File: src/rtl/ccl_pkg.sv
// Purpose: shared constants and types for the channel correction bank
// Assumes: byte-wide register port, 20-bit signed conversion codes
// Notes:   offsets are byte addresses of the configuration space
package ccl_pkg;
	localparam int          CODE_W       = 20;             // conversion code width
	localparam logic [7:0]  MAP_BASE     = 8'h2b;          // first mapped byte
	localparam logic [7:0]  MAP_LAST     = 8'h3d;          // last mapped byte
	localparam logic [7:0]  OFF_ADDR     = 8'h2b;          // offset, 3 bytes
	localparam logic [7:0]  GAIN_ADDR    = 8'h2e;          // gain, 2 bytes
	localparam logic [7:0]  PHASE_ADDR   = 8'h30;          // phase, 2 bytes
	localparam logic [7:0]  OVR_ADDR     = 8'h32;          // over limit, 3 bytes
	localparam logic [7:0]  UND_ADDR     = 8'h35;          // under limit, 3 bytes
	localparam logic [7:0]  PAT_ADDR     = 8'h38;          // fixed pattern, 4 bytes
	localparam logic [7:0]  OVR_ST_ADDR  = 8'h3c;          // over limit status
	localparam logic [7:0]  UND_ST_ADDR  = 8'h3d;          // under limit status
	localparam logic [23:0] OFF_RST      = 24'h000000;     // zero offset
	localparam logic [15:0] GAIN_RST     = 16'h8000;       // unity gain
	localparam logic [15:0] PHASE_RST    = 16'h0000;       // no phase term
	localparam logic [23:0] OVR_RST      = 24'h7ffff0;     // most positive code
	localparam logic [23:0] UND_RST      = 24'h800000;     // most negative code
	localparam logic [27:0] PAT_LOW_RST  = 28'hace3c2a;    // pattern below channel nibble
	localparam int          GAIN_SHIFT   = 15;             // gain binary point
	localparam int          FLD_LSB      = 4;              // code field starts here
	localparam int          FIFO_DEPTH   = 16;             // output buffer words
	localparam int          PKT_W        = 32;             // output packet width
	localparam logic [7:0]  PKT_PAD      = 8'h00;          // unused packet bits

	// software-visible correction settings
	typedef struct packed {
		logic signed [CODE_W-1:0] offset;
		logic [15:0]              gain;
		logic [15:0]              phase;
		logic signed [CODE_W-1:0] over_thr;
		logic signed [CODE_W-1:0] under_thr;
	} ccl_cfg_s;
endpackage

File: src/rtl/ccl_fifo.sv
// Purpose: small synchronous fifo for output packets
// Assumes: one clock, synchronous active-low reset
// Notes:   depth must be a power of two
module ccl_fifo
	import ccl_pkg::*;
#(
	parameter int W = PKT_W,
	parameter int D = FIFO_DEPTH
) (
	// clock and reset
	input  wire logic         clk_i,
	input  wire logic         resetn_i,
	// fill side
	input  wire logic         in_valid_i,
	output logic              in_ready_o,
	input  wire logic [W-1:0] in_data_i,
	// drain side
	output logic              out_valid_o,
	input  wire logic         out_ready_i,
	output logic [W-1:0]      out_data_o
);
	localparam int AW = $clog2(D);
	logic [W-1:0] mem_ff [D];     // packet storage
	logic [AW-1:0] wr_ff;         // write pointer
	logic [AW-1:0] rd_ff;         // read pointer
	logic [AW:0]   cnt_ff;        // words held
	wire           push = in_valid_i && in_ready_o;
	wire           pop  = out_valid_o && out_ready_i;

	assign in_ready_o  = (cnt_ff != (AW+1)'(D));
	assign out_valid_o = (cnt_ff != '0);
	assign out_data_o  = mem_ff[rd_ff];

	// storage has no reset; only pointers and fill count carry state
	always_ff @(posedge clk_i) begin
		if (push) begin
			mem_ff[wr_ff] <= in_data_i;
		end
	end

	// pointer and fill count
	always_ff @(posedge clk_i) begin
		if (!resetn_i) begin
			wr_ff  <= '0;
			rd_ff  <= '0;
			cnt_ff <= '0;
		end else begin
			wr_ff  <= push ? wr_ff + 1'b1 : wr_ff;
			rd_ff  <= pop ? rd_ff + 1'b1 : rd_ff;
			cnt_ff <= cnt_ff + (AW+1)'(push) - (AW+1)'(pop);
		end
	end

	fifo_bound_a: assert property (@(posedge clk_i) disable iff (!resetn_i)
		cnt_ff <= (AW+1)'(D)) else $error("fifo count beyond depth");
endmodule

File: src/rtl/ccl_chan.sv
// Purpose: per-channel offset, gain, phase, limit and test pattern logic
// Assumes: samples arrive one per valid, synchronous to clk_i
// Notes:   corrected codes saturate to 20 bits before averaging
//
// Behaviour
// - add signed 20-bit offset to every result
// - offset register resets to zero
// - multiply every result by unsigned gain
// - gain resets to unity, 0x8000
// - phase term used only when oversampling
// - result above over limit sets flag
// - result below under limit sets flag
// - test mode sends fixed pattern packets
// - pattern reset carries channel number nibble
// - oversampling averages two to ratio+1 results
module ccl_chan
	import ccl_pkg::*;
#(
	parameter logic [3:0] CHAN = 4'h0   // channel number
) (
	// clock and reset
	input  wire logic              clk_i,
	input  wire logic              resetn_i,
	// register port
	input  wire logic              reg_wr_i,
	input  wire logic              reg_rd_i,
	input  wire logic [7:0]        reg_addr_i,
	input  wire logic [7:0]        reg_wdata_i,
	output logic [7:0]             reg_rdata_o,
	output logic                   reg_rvalid_o,
	// mode inputs
	input  wire logic              os_en_i,
	input  wire logic [3:0]        average_count_select_i,
	input  wire logic              test_pat_en_i,
	// conversion results in
	input  wire logic              sample_valid_i,
	output logic                   sample_ready_o,
	input  wire logic [CODE_W-1:0] sample_i,
	// packets out
	output logic                   out_valid_o,
	input  wire logic              out_ready_i,
	output logic [PKT_W-1:0]       out_data_o,
	// flags
	output logic                   over_flag_o,
	output logic                   under_flag_o
);
	// register images, byte-addressable
	logic [23:0] off_ff;          // chan_zero_offset_corr
	logic [15:0] gain_ff;         // chan_zero_gain_corr
	logic [15:0] phase_ff;        // chan_zero_phase_corr
	logic [23:0] ovr_ff;          // chan_zero_over_limit
	logic [23:0] und_ff;          // chan_zero_under_limit
	logic [31:0] pat_ff;          // per_chan_fixed_pattern
	logic        ovr_flag_ff;     // chan_zero_over_limit_flag
	logic        und_flag_ff;     // chan_zero_under_limit_flag
	logic [7:0]  rdata_ff;        // read answer
	logic        rvalid_ff;       // read answer strobe
	// averaging state
	logic signed [CODE_W+16:0] acc_ff;   // running sum
	logic [16:0]               cnt_ff;   // samples in window
	logic [15:0]               skip_ff;  // phase samples still to drop
	ccl_cfg_s                  cfg;      // decoded settings

	assign cfg.offset    = off_ff[23:FLD_LSB];
	assign cfg.gain      = gain_ff;
	assign cfg.phase     = phase_ff;
	assign cfg.over_thr  = ovr_ff[23:FLD_LSB];
	assign cfg.under_thr = und_ff[23:FLD_LSB];

	// address decode
	wire       in_map  = (reg_addr_i >= MAP_BASE) && (reg_addr_i <= MAP_LAST);
	wire [7:0] rel     = reg_addr_i - MAP_BASE;
	wire [7:0] o_off   = reg_addr_i - OFF_ADDR;
	wire [7:0] o_gain  = reg_addr_i - GAIN_ADDR;
	wire [7:0] o_phase = reg_addr_i - PHASE_ADDR;
	wire [7:0] o_ovr   = reg_addr_i - OVR_ADDR;
	wire [7:0] o_und   = reg_addr_i - UND_ADDR;
	wire [7:0] o_pat   = reg_addr_i - PAT_ADDR;
	wire       w_off   = reg_wr_i && (o_off < 8'h03);
	wire       w_gain  = reg_wr_i && (o_gain < 8'h02);
	wire       w_phase = reg_wr_i && (o_phase < 8'h02);
	wire       w_ovr   = reg_wr_i && (o_ovr < 8'h03);
	wire       w_und   = reg_wr_i && (o_und < 8'h03);
	wire       w_pat   = reg_wr_i && (o_pat < 8'h04);
	wire       clr_ovr = reg_wr_i && (reg_addr_i == OVR_ST_ADDR) && reg_wdata_i[0];
	wire       clr_und = reg_wr_i && (reg_addr_i == UND_ST_ADDR) && reg_wdata_i[0];
	// reserved low nibble of the field registers always stores zero
	wire [7:0] wd_fld  = {reg_wdata_i[7:4], 4'h0};

	// readback map, low byte at lowest address
	wire [151:0] rd_map = {7'h00, und_flag_ff, 7'h00, ovr_flag_ff, pat_ff,
		und_ff, ovr_ff, phase_ff, gain_ff, off_ff};
	wire [7:0] rd_byte = in_map ? rd_map[rel*8 +: 8] : 8'h00;

	// correction datapath
	wire signed [CODE_W-1:0] code = sample_i;
	wire signed [CODE_W+16:0] prod = code * $signed({1'b0, cfg.gain});
	wire signed [CODE_W+16:0] scaled = prod >>> GAIN_SHIFT;
	wire signed [CODE_W+16:0] summed = scaled + (CODE_W+17)'(cfg.offset);
	localparam logic signed [CODE_W+16:0] MAXC = (CODE_W+17)'(20'sh7ffff);
	// most negative code, sign-extended; a leading minus here would flip it positive
	localparam logic signed [CODE_W+16:0] MINC = (CODE_W+17)'(20'sh80000);
	// saturation keeps a large gain from wrapping the sign
	wire signed [CODE_W-1:0] corr = (summed > MAXC) ? 20'sh7ffff :
		(summed < MINC) ? 20'sh80000 : summed[CODE_W-1:0];
	wire is_over  = corr > cfg.over_thr;
	wire is_under = corr < cfg.under_thr;

	// averaging window control
	wire        take    = sample_valid_i && sample_ready_o;
	wire [4:0]  sh      = 5'(average_count_select_i) + 5'h01;
	wire [16:0] target  = 17'h00001 << sh;
	wire        skipping = os_en_i && (skip_ff != 16'h0000);
	wire        add_it  = take && os_en_i && !skipping;
	wire        win_end = add_it && (cnt_ff + 17'h00001 == target);
	wire signed [CODE_W+16:0] acc_nx = acc_ff + (CODE_W+17)'(corr);
	wire signed [CODE_W+16:0] avg_w  = acc_nx >>> sh;
	wire [CODE_W-1:0] res = os_en_i ? avg_w[CODE_W-1:0] : corr;
	wire push = os_en_i ? win_end : take;
	wire [PKT_W-1:0] pkt = test_pat_en_i ? pat_ff : {CHAN, PKT_PAD, res};

	// register writes
	always_ff @(posedge clk_i) begin
		if (!resetn_i) begin
			off_ff   <= OFF_RST;
			gain_ff  <= GAIN_RST;
			phase_ff <= PHASE_RST;
			ovr_ff   <= OVR_RST;
			und_ff   <= UND_RST;
			pat_ff   <= {CHAN, PAT_LOW_RST};
		end else begin
			if (w_off) off_ff[o_off*8 +: 8] <= (o_off == 8'h00) ? wd_fld : reg_wdata_i;
			if (w_gain) gain_ff[o_gain*8 +: 8] <= reg_wdata_i;
			if (w_phase) phase_ff[o_phase*8 +: 8] <= reg_wdata_i;
			if (w_ovr) ovr_ff[o_ovr*8 +: 8] <= (o_ovr == 8'h00) ? wd_fld : reg_wdata_i;
			if (w_und) und_ff[o_und*8 +: 8] <= (o_und == 8'h00) ? wd_fld : reg_wdata_i;
			if (w_pat) pat_ff[o_pat*8 +: 8] <= reg_wdata_i;
		end
	end

	// sticky limit flags; a new event beats a clear in the same cycle
	always_ff @(posedge clk_i) begin
		if (!resetn_i) begin
			ovr_flag_ff <= 1'b0;
			und_flag_ff <= 1'b0;
		end else begin
			ovr_flag_ff <= (take && is_over) || (ovr_flag_ff && !clr_ovr);
			und_flag_ff <= (take && is_under) || (und_flag_ff && !clr_und);
		end
	end

	// read answer one cycle after the strobe
	always_ff @(posedge clk_i) begin
		if (!resetn_i) begin
			rdata_ff  <= 8'h00;
			rvalid_ff <= 1'b0;
		end else begin
			rdata_ff  <= reg_rd_i ? rd_byte : rdata_ff;
			rvalid_ff <= reg_rd_i;
		end
	end

	// averaging accumulator; phase delays the first window
	always_ff @(posedge clk_i) begin
		if (!resetn_i || !os_en_i) begin
			acc_ff  <= '0;
			cnt_ff  <= '0;
			skip_ff <= resetn_i ? cfg.phase : PHASE_RST;
		end else if (take && skipping) begin
			skip_ff <= skip_ff - 16'h0001;
		end else if (win_end) begin
			acc_ff <= '0;
			cnt_ff <= '0;
		end else if (add_it) begin
			acc_ff <= acc_nx;
			cnt_ff <= cnt_ff + 17'h00001;
		end
	end

	ccl_fifo #(
		.W (PKT_W),
		.D (FIFO_DEPTH)
	) u_fifo (
		.clk_i       (clk_i),
		.resetn_i    (resetn_i),
		.in_valid_i  (push),
		.in_ready_o  (sample_ready_o),
		.in_data_i   (pkt),
		.out_valid_o (out_valid_o),
		.out_ready_i (out_ready_i),
		.out_data_o  (out_data_o)
	);

	assign reg_rdata_o  = rdata_ff;
	assign reg_rvalid_o = rvalid_ff;
	assign over_flag_o  = ovr_flag_ff;
	assign under_flag_o = und_flag_ff;

	off_zero_a: assert property (@(posedge clk_i) $rose(resetn_i) |-> off_ff == OFF_RST)
		else $error("offset not zero after reset");
	gain_unity_a: assert property (@(posedge clk_i) $rose(resetn_i) |-> gain_ff == GAIN_RST)
		else $error("gain not unity after reset");
	pat_chan_a: assert property (@(posedge clk_i) $rose(resetn_i) |-> pat_ff[31:28] == CHAN)
		else $error("pattern nibble not channel");
	over_set_a: assert property (@(posedge clk_i) disable iff (!resetn_i)
		take && is_over |=> ovr_flag_ff) else $error("over flag missed");
	under_set_a: assert property (@(posedge clk_i) disable iff (!resetn_i)
		take && is_under |=> und_flag_ff) else $error("under flag missed");
	flag_hold_a: assert property (@(posedge clk_i) disable iff (!resetn_i)
		ovr_flag_ff && !clr_ovr |=> ovr_flag_ff) else $error("over flag dropped");
	off_add_a: assert property (@(posedge clk_i) disable iff (!resetn_i)
		gain_ff == GAIN_RST && off_ff == OFF_RST |-> corr == code) else $error("unity path altered");
	pat_out_a: assert property (@(posedge clk_i) disable iff (!resetn_i)
		push && test_pat_en_i && sample_ready_o |=> out_valid_o) else $error("pattern not queued");
	phase_off_a: assert property (@(posedge clk_i) disable iff (!resetn_i)
		!os_en_i && take |=> out_valid_o) else $error("phase gated normal mode");
	win_len_a: assert property (@(posedge clk_i) disable iff (!resetn_i)
		os_en_i |-> cnt_ff < target) else $error("window length wrong");
endmodule

File: config.mk
export PLATFORM = sky130hd
export DESIGN_NAME = ccl_chan
export DESIGN_NICKNAME = d
export VERILOG_FILES = /design/src/rtl/ccl_pkg.sv /design/src/rtl/ccl_fifo.sv /design/src/rtl/ccl_chan.sv
export SDC_FILE = /design/constraint.sdc
export NUM_CORES = 2
export LEC_CHECK = 0
export ABC_AREA = 1
export BUFFER_PORTS_ARGS = -buffer_cell sky130_fd_sc_hd__buf_2
export CORE_MARGIN = 2
export CORE_UTILIZATION = 45
export CTS_BUF_LIST = sky130_fd_sc_hd__clkbuf_4 sky130_fd_sc_hd__clkbuf_8
export CTS_CLUSTER_SIZE = 30
export DETAILED_ROUTE_END_ITERATION = 7
export MAX_ROUTING_LAYER = met4
export PLACE_DENSITY_LB_ADDON = 0.08
export SKIP_LAST_GASP = 1
export SLEW_MARGIN = 5
export SYNTH_ARGS = -nofsm -noshare
export SYNTH_HDL_FRONTEND = slang
export SYNTH_SLANG_ARGS = --single-unit
File: constraint.sdc
create_clock -name clk_i -period 11.08 [get_ports clk_i]
set_input_delay 0.554 -clock clk_i [delete_from_list [all_inputs] [get_ports clk_i]]
set_output_delay 0.554 -clock clk_i [all_outputs]
set_load 0.01 [all_outputs]
Word level (Yosys, flattened, before mapping)
Memories as Yosys holds them, arrays and structs flattened. A register that Yosys moved wholly into a read port is not among the register bits. Index checks and enable logic that the tools add are counted. Widths: inputs -> output; s select.

Memories kept: 1. Bits in writable memories: 512. Bits in registers: 230. Input bits: 48.

Memory list: u_fifo.mem_ff (words 16, width 32, read ports 1, clocked after memory_dff 1, write ports 1, line ccl_fifo.sv:23) `logic [W-1:0] mem_ff [D];`.

Shift-type cells: 15. Muxes and demuxes: 26. Bitwise gates (word level): 1. Add/subtract/negate cells: 21. Multipliers: 1. Eq/ne operators: 4. $lt $le $gt $ge: 12. Reduce and logical (&&, ||, !) cells: 39.

Operators by type and width (count): $neg 11->34 (6); $shiftx 152x12->8 (1); $shift 8x34->24 const A (3); $shiftx 8x34->24 (3); $mux 37 (2); $bwmux 24 (3); $shift 8x34->16 const A (2); $shiftx 8x34->16 (2); $mux 20 (3); $mux 16 (3); $sub 8x6->8 const B (6); $lt 8x2->1 const B (5); $add 37x20->37 (1); $mul 20x17->37 (1); $sshr 37x5->20 (1); $mux 17 (2); $shift 8x34->32 const A (1); $shiftx 8x34->32 (1); $bwmux 16 (2); $bwmux 32 (1); $mux 32 (1); $logic_not 8->1 (3); $add 22x20->23 (1); $gt 23x20->1 const B (1); other kinds (27) (64).

Longest topological paths before layout
Depth after elaboration: 9. Gate-level depth with buffers: 75. Mapped depth without buffers: 71.

Cells and area by module
A second synthesis with hierarchy kept.

Cells, all modules: 6497. Area, all modules: 52880.7 um^2.

Modules (own cells, without submodules): ccl_chan (area an instance 29961.2 um^2, sequential area each 4504.3 um^2, cells an instance 4300, instances 1); ccl_fifo (area an instance 22919.5 um^2, sequential area each 15715.1 um^2, cells an instance 2197, instances 1).

Least setup slack after synthesis
Ideal clock, no wire load.

Path type: input -> register. Start: input port sample_i[5]. End: memory u_fifo.mem_ff[0][17] in the netlist's numbering (data pin). Setup time: 291 ps. Arrival time: 11185 ps. Path buffers: 6. Stages on the path: 65. Slack: -396 ps. Cell sequence: clkbuf_1 -> clkbuf_1 -> nand2_1 -> fa_1 -> inv_1 -> fa_1 -> inv_1 -> fa_1 -> inv_1 -> fa_1 -> fa_1 -> inv_1 -> fa_1 -> inv_1 -> ha_1 -> nand2_1 -> inv_1 -> nand3_1 -> (+29 left out) -> nor2_1 -> nand4_1 -> or2_2 -> nand3_1 -> inv_1 -> o21ai_1 -> nand2_1 -> nand2_2 -> nand2_1 -> nand2_1 -> nand2_1 -> nand3_1 -> nand3_1 -> nand3_1 -> nand3_1 -> nand3_1 -> nand3_1 -> a21oi_1.

Word-level cells in the longest chain between the ends: 9. Elaborated cells on any way between the ends: 10. Those cells by class: add/sub (2); mul (1); order compare (2); shift (1); mux (4).

Ends and longest elaborated chain: from (decl) (line ccl_chan.sv:38) `input wire logic [CODE_W-1:0] sample_i,`; $mul 20x17->37 * (line ccl_chan.sv:97) `wire signed [CODE_W+16:0] prod = code * $signed({1'b0, cfg.gain});`; $add 22x20->23 * (line ccl_chan.sv:99) `wire signed [CODE_W+16:0] summed = scaled + (CODE_W+17)'(cfg.offset);`; $lt 23x20->1 (line ccl_chan.sv:105) `(summed < MINC) ? 20'sh80000 : summed[CODE_W-1:0];`; $mux 20 (line ccl_chan.sv:105); $mux 20 * (line ccl_chan.sv:104) `wire signed [CODE_W-1:0] corr = (summed > MAXC) ? 20'sh7ffff :`; $add 37x20->37 (line ccl_chan.sv:116) `wire signed [CODE_W+16:0] acc_nx = acc_ff + (CODE_W+17)'(corr);`; $sshr 37x5->20 (line ccl_chan.sv:117) `wire signed [CODE_W+16:0] avg_w = acc_nx >>> sh;`; $mux 20 * (line ccl_chan.sv:118) `wire [CODE_W-1:0] res = os_en_i ? avg_w[CODE_W-1:0] : corr;`; $mux 32 * (line ccl_chan.sv:120) `wire [PKT_W-1:0] pkt = test_pat_en_i ? pat_ff : {CHAN, PKT_PAD, res};`; via pkt[17] (line ccl_chan.sv:120); to (decl) (line ccl_fifo.sv:23).

The timed path passes the listed nets; every way through them passes the cells marked *.

Worst setup path after layout
Start: register gain_ff[7]. End: memory u_fifo.mem_ff[10][0] in the netlist's numbering (data pin).

Word-level cells in the longest chain between the ends: 9. Elaborated cells on any way between the ends: 10. Those cells by class: add/sub (2); mul (1); order compare (2); shift (1); mux (4).

Ends and longest elaborated chain: from (decl) (line ccl_chan.sv:49) `logic [15:0] gain_ff;`; from (signal, indexed assignment) (line ccl_chan.sv:133) `if (w_gain) gain_ff[o_gain*8 +: 8] <= reg_wdata_i;`; $mul 20x17->37 * (line ccl_chan.sv:97); $add 22x20->23 * (line ccl_chan.sv:99); $lt 23x20->1 (line ccl_chan.sv:105); $mux 20 (line ccl_chan.sv:105); $mux 20 * (line ccl_chan.sv:104); $add 37x20->37 (line ccl_chan.sv:116); $sshr 37x5->20 (line ccl_chan.sv:117); $mux 20 * (line ccl_chan.sv:118); $mux 32 * (line ccl_chan.sv:120); via pkt[0] (line ccl_chan.sv:120).

Marked as above.

==> qor.csv <==
stage;metric;value;unit
worst_setup_path;cp_data_required_time;11.61;ns
timing;finalCriticalPeriod;10.76;ns
layout;mostFrequentLayoutCells;nand2_1 (1055), inv_1 (979), edfxtp_1 (528), buf_4 (432), a21oi_1 (351);
layout;design_area;0.0612;mm²
detailed_routing;dr.pass1.iters;6;
synthesis;ys_seq_area_share;39.4;%
clock_network;clock_latency;0.83;ns
detailed_routing;via_per_inst;5.34;
worst_setup_path;max_stage_delay;0.57;ns
synthesis;syn-cell-area;0.0513;mm²
placed_design;port_buffers;92;
detailed_routing;drc;0;
layout;final_cells;7856;
worst_setup_path;r2r-start;gain_ff[7];
layout;finalNetCount;6839;
power;p_sw;2.40;mW
detailed_routing;vias;41900;
worst_setup_path;crit_slowest_cell;fa_1;
layout;drive_above_1_share;18.8;%
placed_design;dpl.hpwl;115000;µm
timing;clock_skew;0.0381;ns
timing;rsz0062_at_grt;yes;
clock_network;cts-buffers-inserted;136;
detailed_routing;drtAntennaViolNets;0;
timing;worst_pin_slew;1.06;ns
synthesis;ys_async_sr_fraction;0;%
detailed_routing;routedWlPerCell;20.8;µm
worst_setup_path;worst_setup_path_start_kind;register;
placed_design;post-place-cells;7572;
job;drv_cap;0;
global_routing;antenna_found_initial;4;
run_status;status;finished, final reports clean;
timing;hold_ws;0.0965;ns
floorplanning;ios;93;
layout;synthToLayoutAreaGrowth;19.4;%
power;internal_power;5.13;mW
worst_hold_path;holdCritStartpoint;out_ready_i;
placed_design;place.gp.congestion;0.930;
worst_setup_path;critPathKind;register to register;
power;p_seq_share;41.1;%
timing;slew_violations;0;
power;ir_drop;0.000120;V
clock_network;htreeDepth;4;
synthesis;yosys.cell_types.count;67;
placed_design;dp_slack;-0.802;ns
global_routing;grt_pass1_wl;247000;µm
power;power_density;123;mW/mm²
synthesis;ys_warn_count;0;
timing;finalHoldViolCount;0;
synthesis;synth-main-ff-cell;edfxtp_1;
power;switching_share;31.9;%
detailed_routing;drt-total-wl;164000;µm
worst_setup_path;endpoint_kind;register;
floorplanning;die_y;342;µm
clock_network;path_clk_slew;0.05;ns
global_routing;grt_max_degree;177;
worst_setup_path;cp_max_fo;8;
synthesis;synth.avg_cell_area;8.81;µm²
synthesis;syn-num-nets;6411;
global_routing;grt_pass1_vias;41200;
placed_design;place_area;0.0563;mm²
global_routing;track_usage;28.6;%
synthesis;synth_seq_cells;746;
power;combinationalPowerShare;23.3;%
timing;slew_headroom;28.8;%
synthesis;synth_edf_count;528;
power;leakagePower;27.6;nW
floorplanning;initial_core_util;45.5;%
detailed_routing;drtIter0Drc;3491;
floorplanning;die_w;342;µm
worst_setup_path;critPathArrivalTime;11.29;ns
floorplanning;core.rowCount;123;
floorplanning;dieArea;0.117;mm²
timing;min_period_over_period;97.1;%
layout;mostFrequentLayoutCell;nand2_1;
synthesis;syn_inst;5821;
clock_network;tritoncts;yes;
global_routing;grt-ovfl-total;0;
worst_setup_path;startpoint;gain_ff[7];
timing;setup_viol;0;
power;pwr-share-clk;35.6;%
timing;clock.fmax;92.9;MHz
timing;layout_setup_ws;0.318;ns
floorplanning;core;0.113;mm²
worst_hold_path;hp-class;primary input to register;
clock_network;cts.path.max_buffers;3;
clock_network;cts-root-buf;clkbuf_8;
clock_network;cts_sinks;746;
[cell families (layout without fill, tap and decap cells)]
group,after synthesis,after routing,synth area share (%)
AOI/OAI and AO/OA,1079,1079,12.3
muxes,132,132,2.58
other,0,2,0
DFF,746,746,39.4
buffers and inverters,1303,1831,9.64
and+or+nand+nor,1864,1869,15.4
adders and majority gates,542,542,17.9
xor gates and xnor gates,155,155,2.68
[metal layers]
metal  vias to the layer above  GRT usage, %  part of all wire, %
met2                      1192          45.8                   48
met5                         -             -                    0
li1                      20100             -                    -
met3                       252          3.48                  5.1
met1                     20400          37.7                   44
met4                         0          9.43                  3.1
[area by class of cell]
| class | count | area (µm²) |
|---|---|---|
| Antenna cell | 2 | 5.00 |
| Clock buffer | 198 | 2410 |
| Clock inverter | 45 | 354 |
| Fill cell | 10500 | 51600 |
| Inverter | 1015 | 3820 |
| Multi-Input combinational cell | 3777 | 28000 |
| Sequential cell | 746 | 20300 |
| Tap cell | 1500 | 1880 |
| Timing Repair Buffer | 572 | 4490 |
| Timing Repair inverter | 1 | 8.76 |
[path summary, 6_finish.rpt]
kind | end | cells past startpoint | slack [ns]
worst max register to register | u_fifo.mem_ff[10][0] | 57 | 0.32
worst min-delay path | register | 3 | 0.1
worst min register to register | und_ff[0] | 2 | 0.44
worst max-delay path | u_fifo.mem_ff[10][0] | 57 | 0.32
[Yosys cell counts (5+ instances only)]
master     count  share of area [%]
a211oi_1      43               0.63
a21o_1         5              0.073
a21oi_1      386                3.8
a221oi_1      12               0.20
a31oi_1       18               0.22
buf_1         33               0.24
buf_2         23               0.22
clkbuf_1     228                1.7
clkinv_1      11              0.081
dfxtp_1      218                8.5
edfxtp_1     528                 31
fa_1         322                 13
ha_1         220                5.4
inv_1        995                7.3
inv_2          9              0.066
mux2i_1      132                2.6
nand2_1     1126                8.2
nand2_2       26               0.32
nand3_1      324                3.2
nand3_2        5              0.098
nand3b_1       8               0.12
nand4_1       42               0.51
nor2_1       230                1.7
nor2_2         7              0.085
nor3_1        41               0.40
nor4_1        12               0.15
o2111ai_1     16               0.27
o211ai_1     175                2.6
o21a_1         5              0.073
o21ai_0      334                3.3
o21ai_1       13               0.13
o21bai_1       5              0.073
o22ai_1       24               0.29
o31ai_1        5              0.073
o41ai_1       11               0.19
or2_2         15               0.18
xnor2_1       59                1.0
xor2_1        94                1.6
[state kept, by name, indices dropped and copies added (netlist names), named ones only]
register / flops
acc_ff: 37
cnt_ff: 17
gain_ff: 16
off_ff: 24
over_flag_o: 1
ovr_ff: 24
pat_ff: 32
phase_ff: 16
reg_rdata_o: 8
reg_rvalid_o: 1
skip_ff: 16
u_fifo.cnt_ff: 5
u_fifo.mem_ff: 512
u_fifo.rd_ff: 4
u_fifo.wr_ff: 4
und_ff: 24
under_flag_o: 1
[worst max-delay path: cells and delay by family, from the launching register on]
kind / cells / cell delay (ns)
simple gates: 20 / 2.45
flops: 1 / 0.40
xor+xnor: 3 / 0.63
buf+inv: 11 / 0.94
compound gates: 13 / 1.83
fa+ha+maj: 10 / 4.25
[power by group through the flow]
stage | clock, mW | sequential (mW) | combinational, mW
floorplan | 0 | 3.13 | 1.09
global placement | 0 | 3.16 | 1.65
detailed placement | 0 | 3.16 | 1.66
CTS | 2.73 | 3.10 | 1.67
global route | 2.85 | 3.10 | 1.93
finish | 2.68 | 3.10 | 1.75
[stage by stage]
step	TNS [ns]	util [%]	power, mW
finish	0	54.3	7.53
floorplan	0	-	4.22
global placement	-164.02	49.9	4.80
CTS	-0.0265	52.5	7.50
detailed placement	-221.22	49.9	4.81
global route	-39.25	54.3	7.88
[timing repair]
| item | 4_1_cts | 5_1_grt |
|---|---|---|
| gates resized for setup | 54 | 362 |
| setup endpoints to repair | 320 | 321 |
| cloned | 0 | 11 |
| endpoints found under the hold margin | 1 | 0 |
| setup buffers | 0 | 27 |
| hold buffers | 1 | 0 |
| pin swaps | 4 | 110 |
No activity file was read; power rests on OpenSTA's default activity.
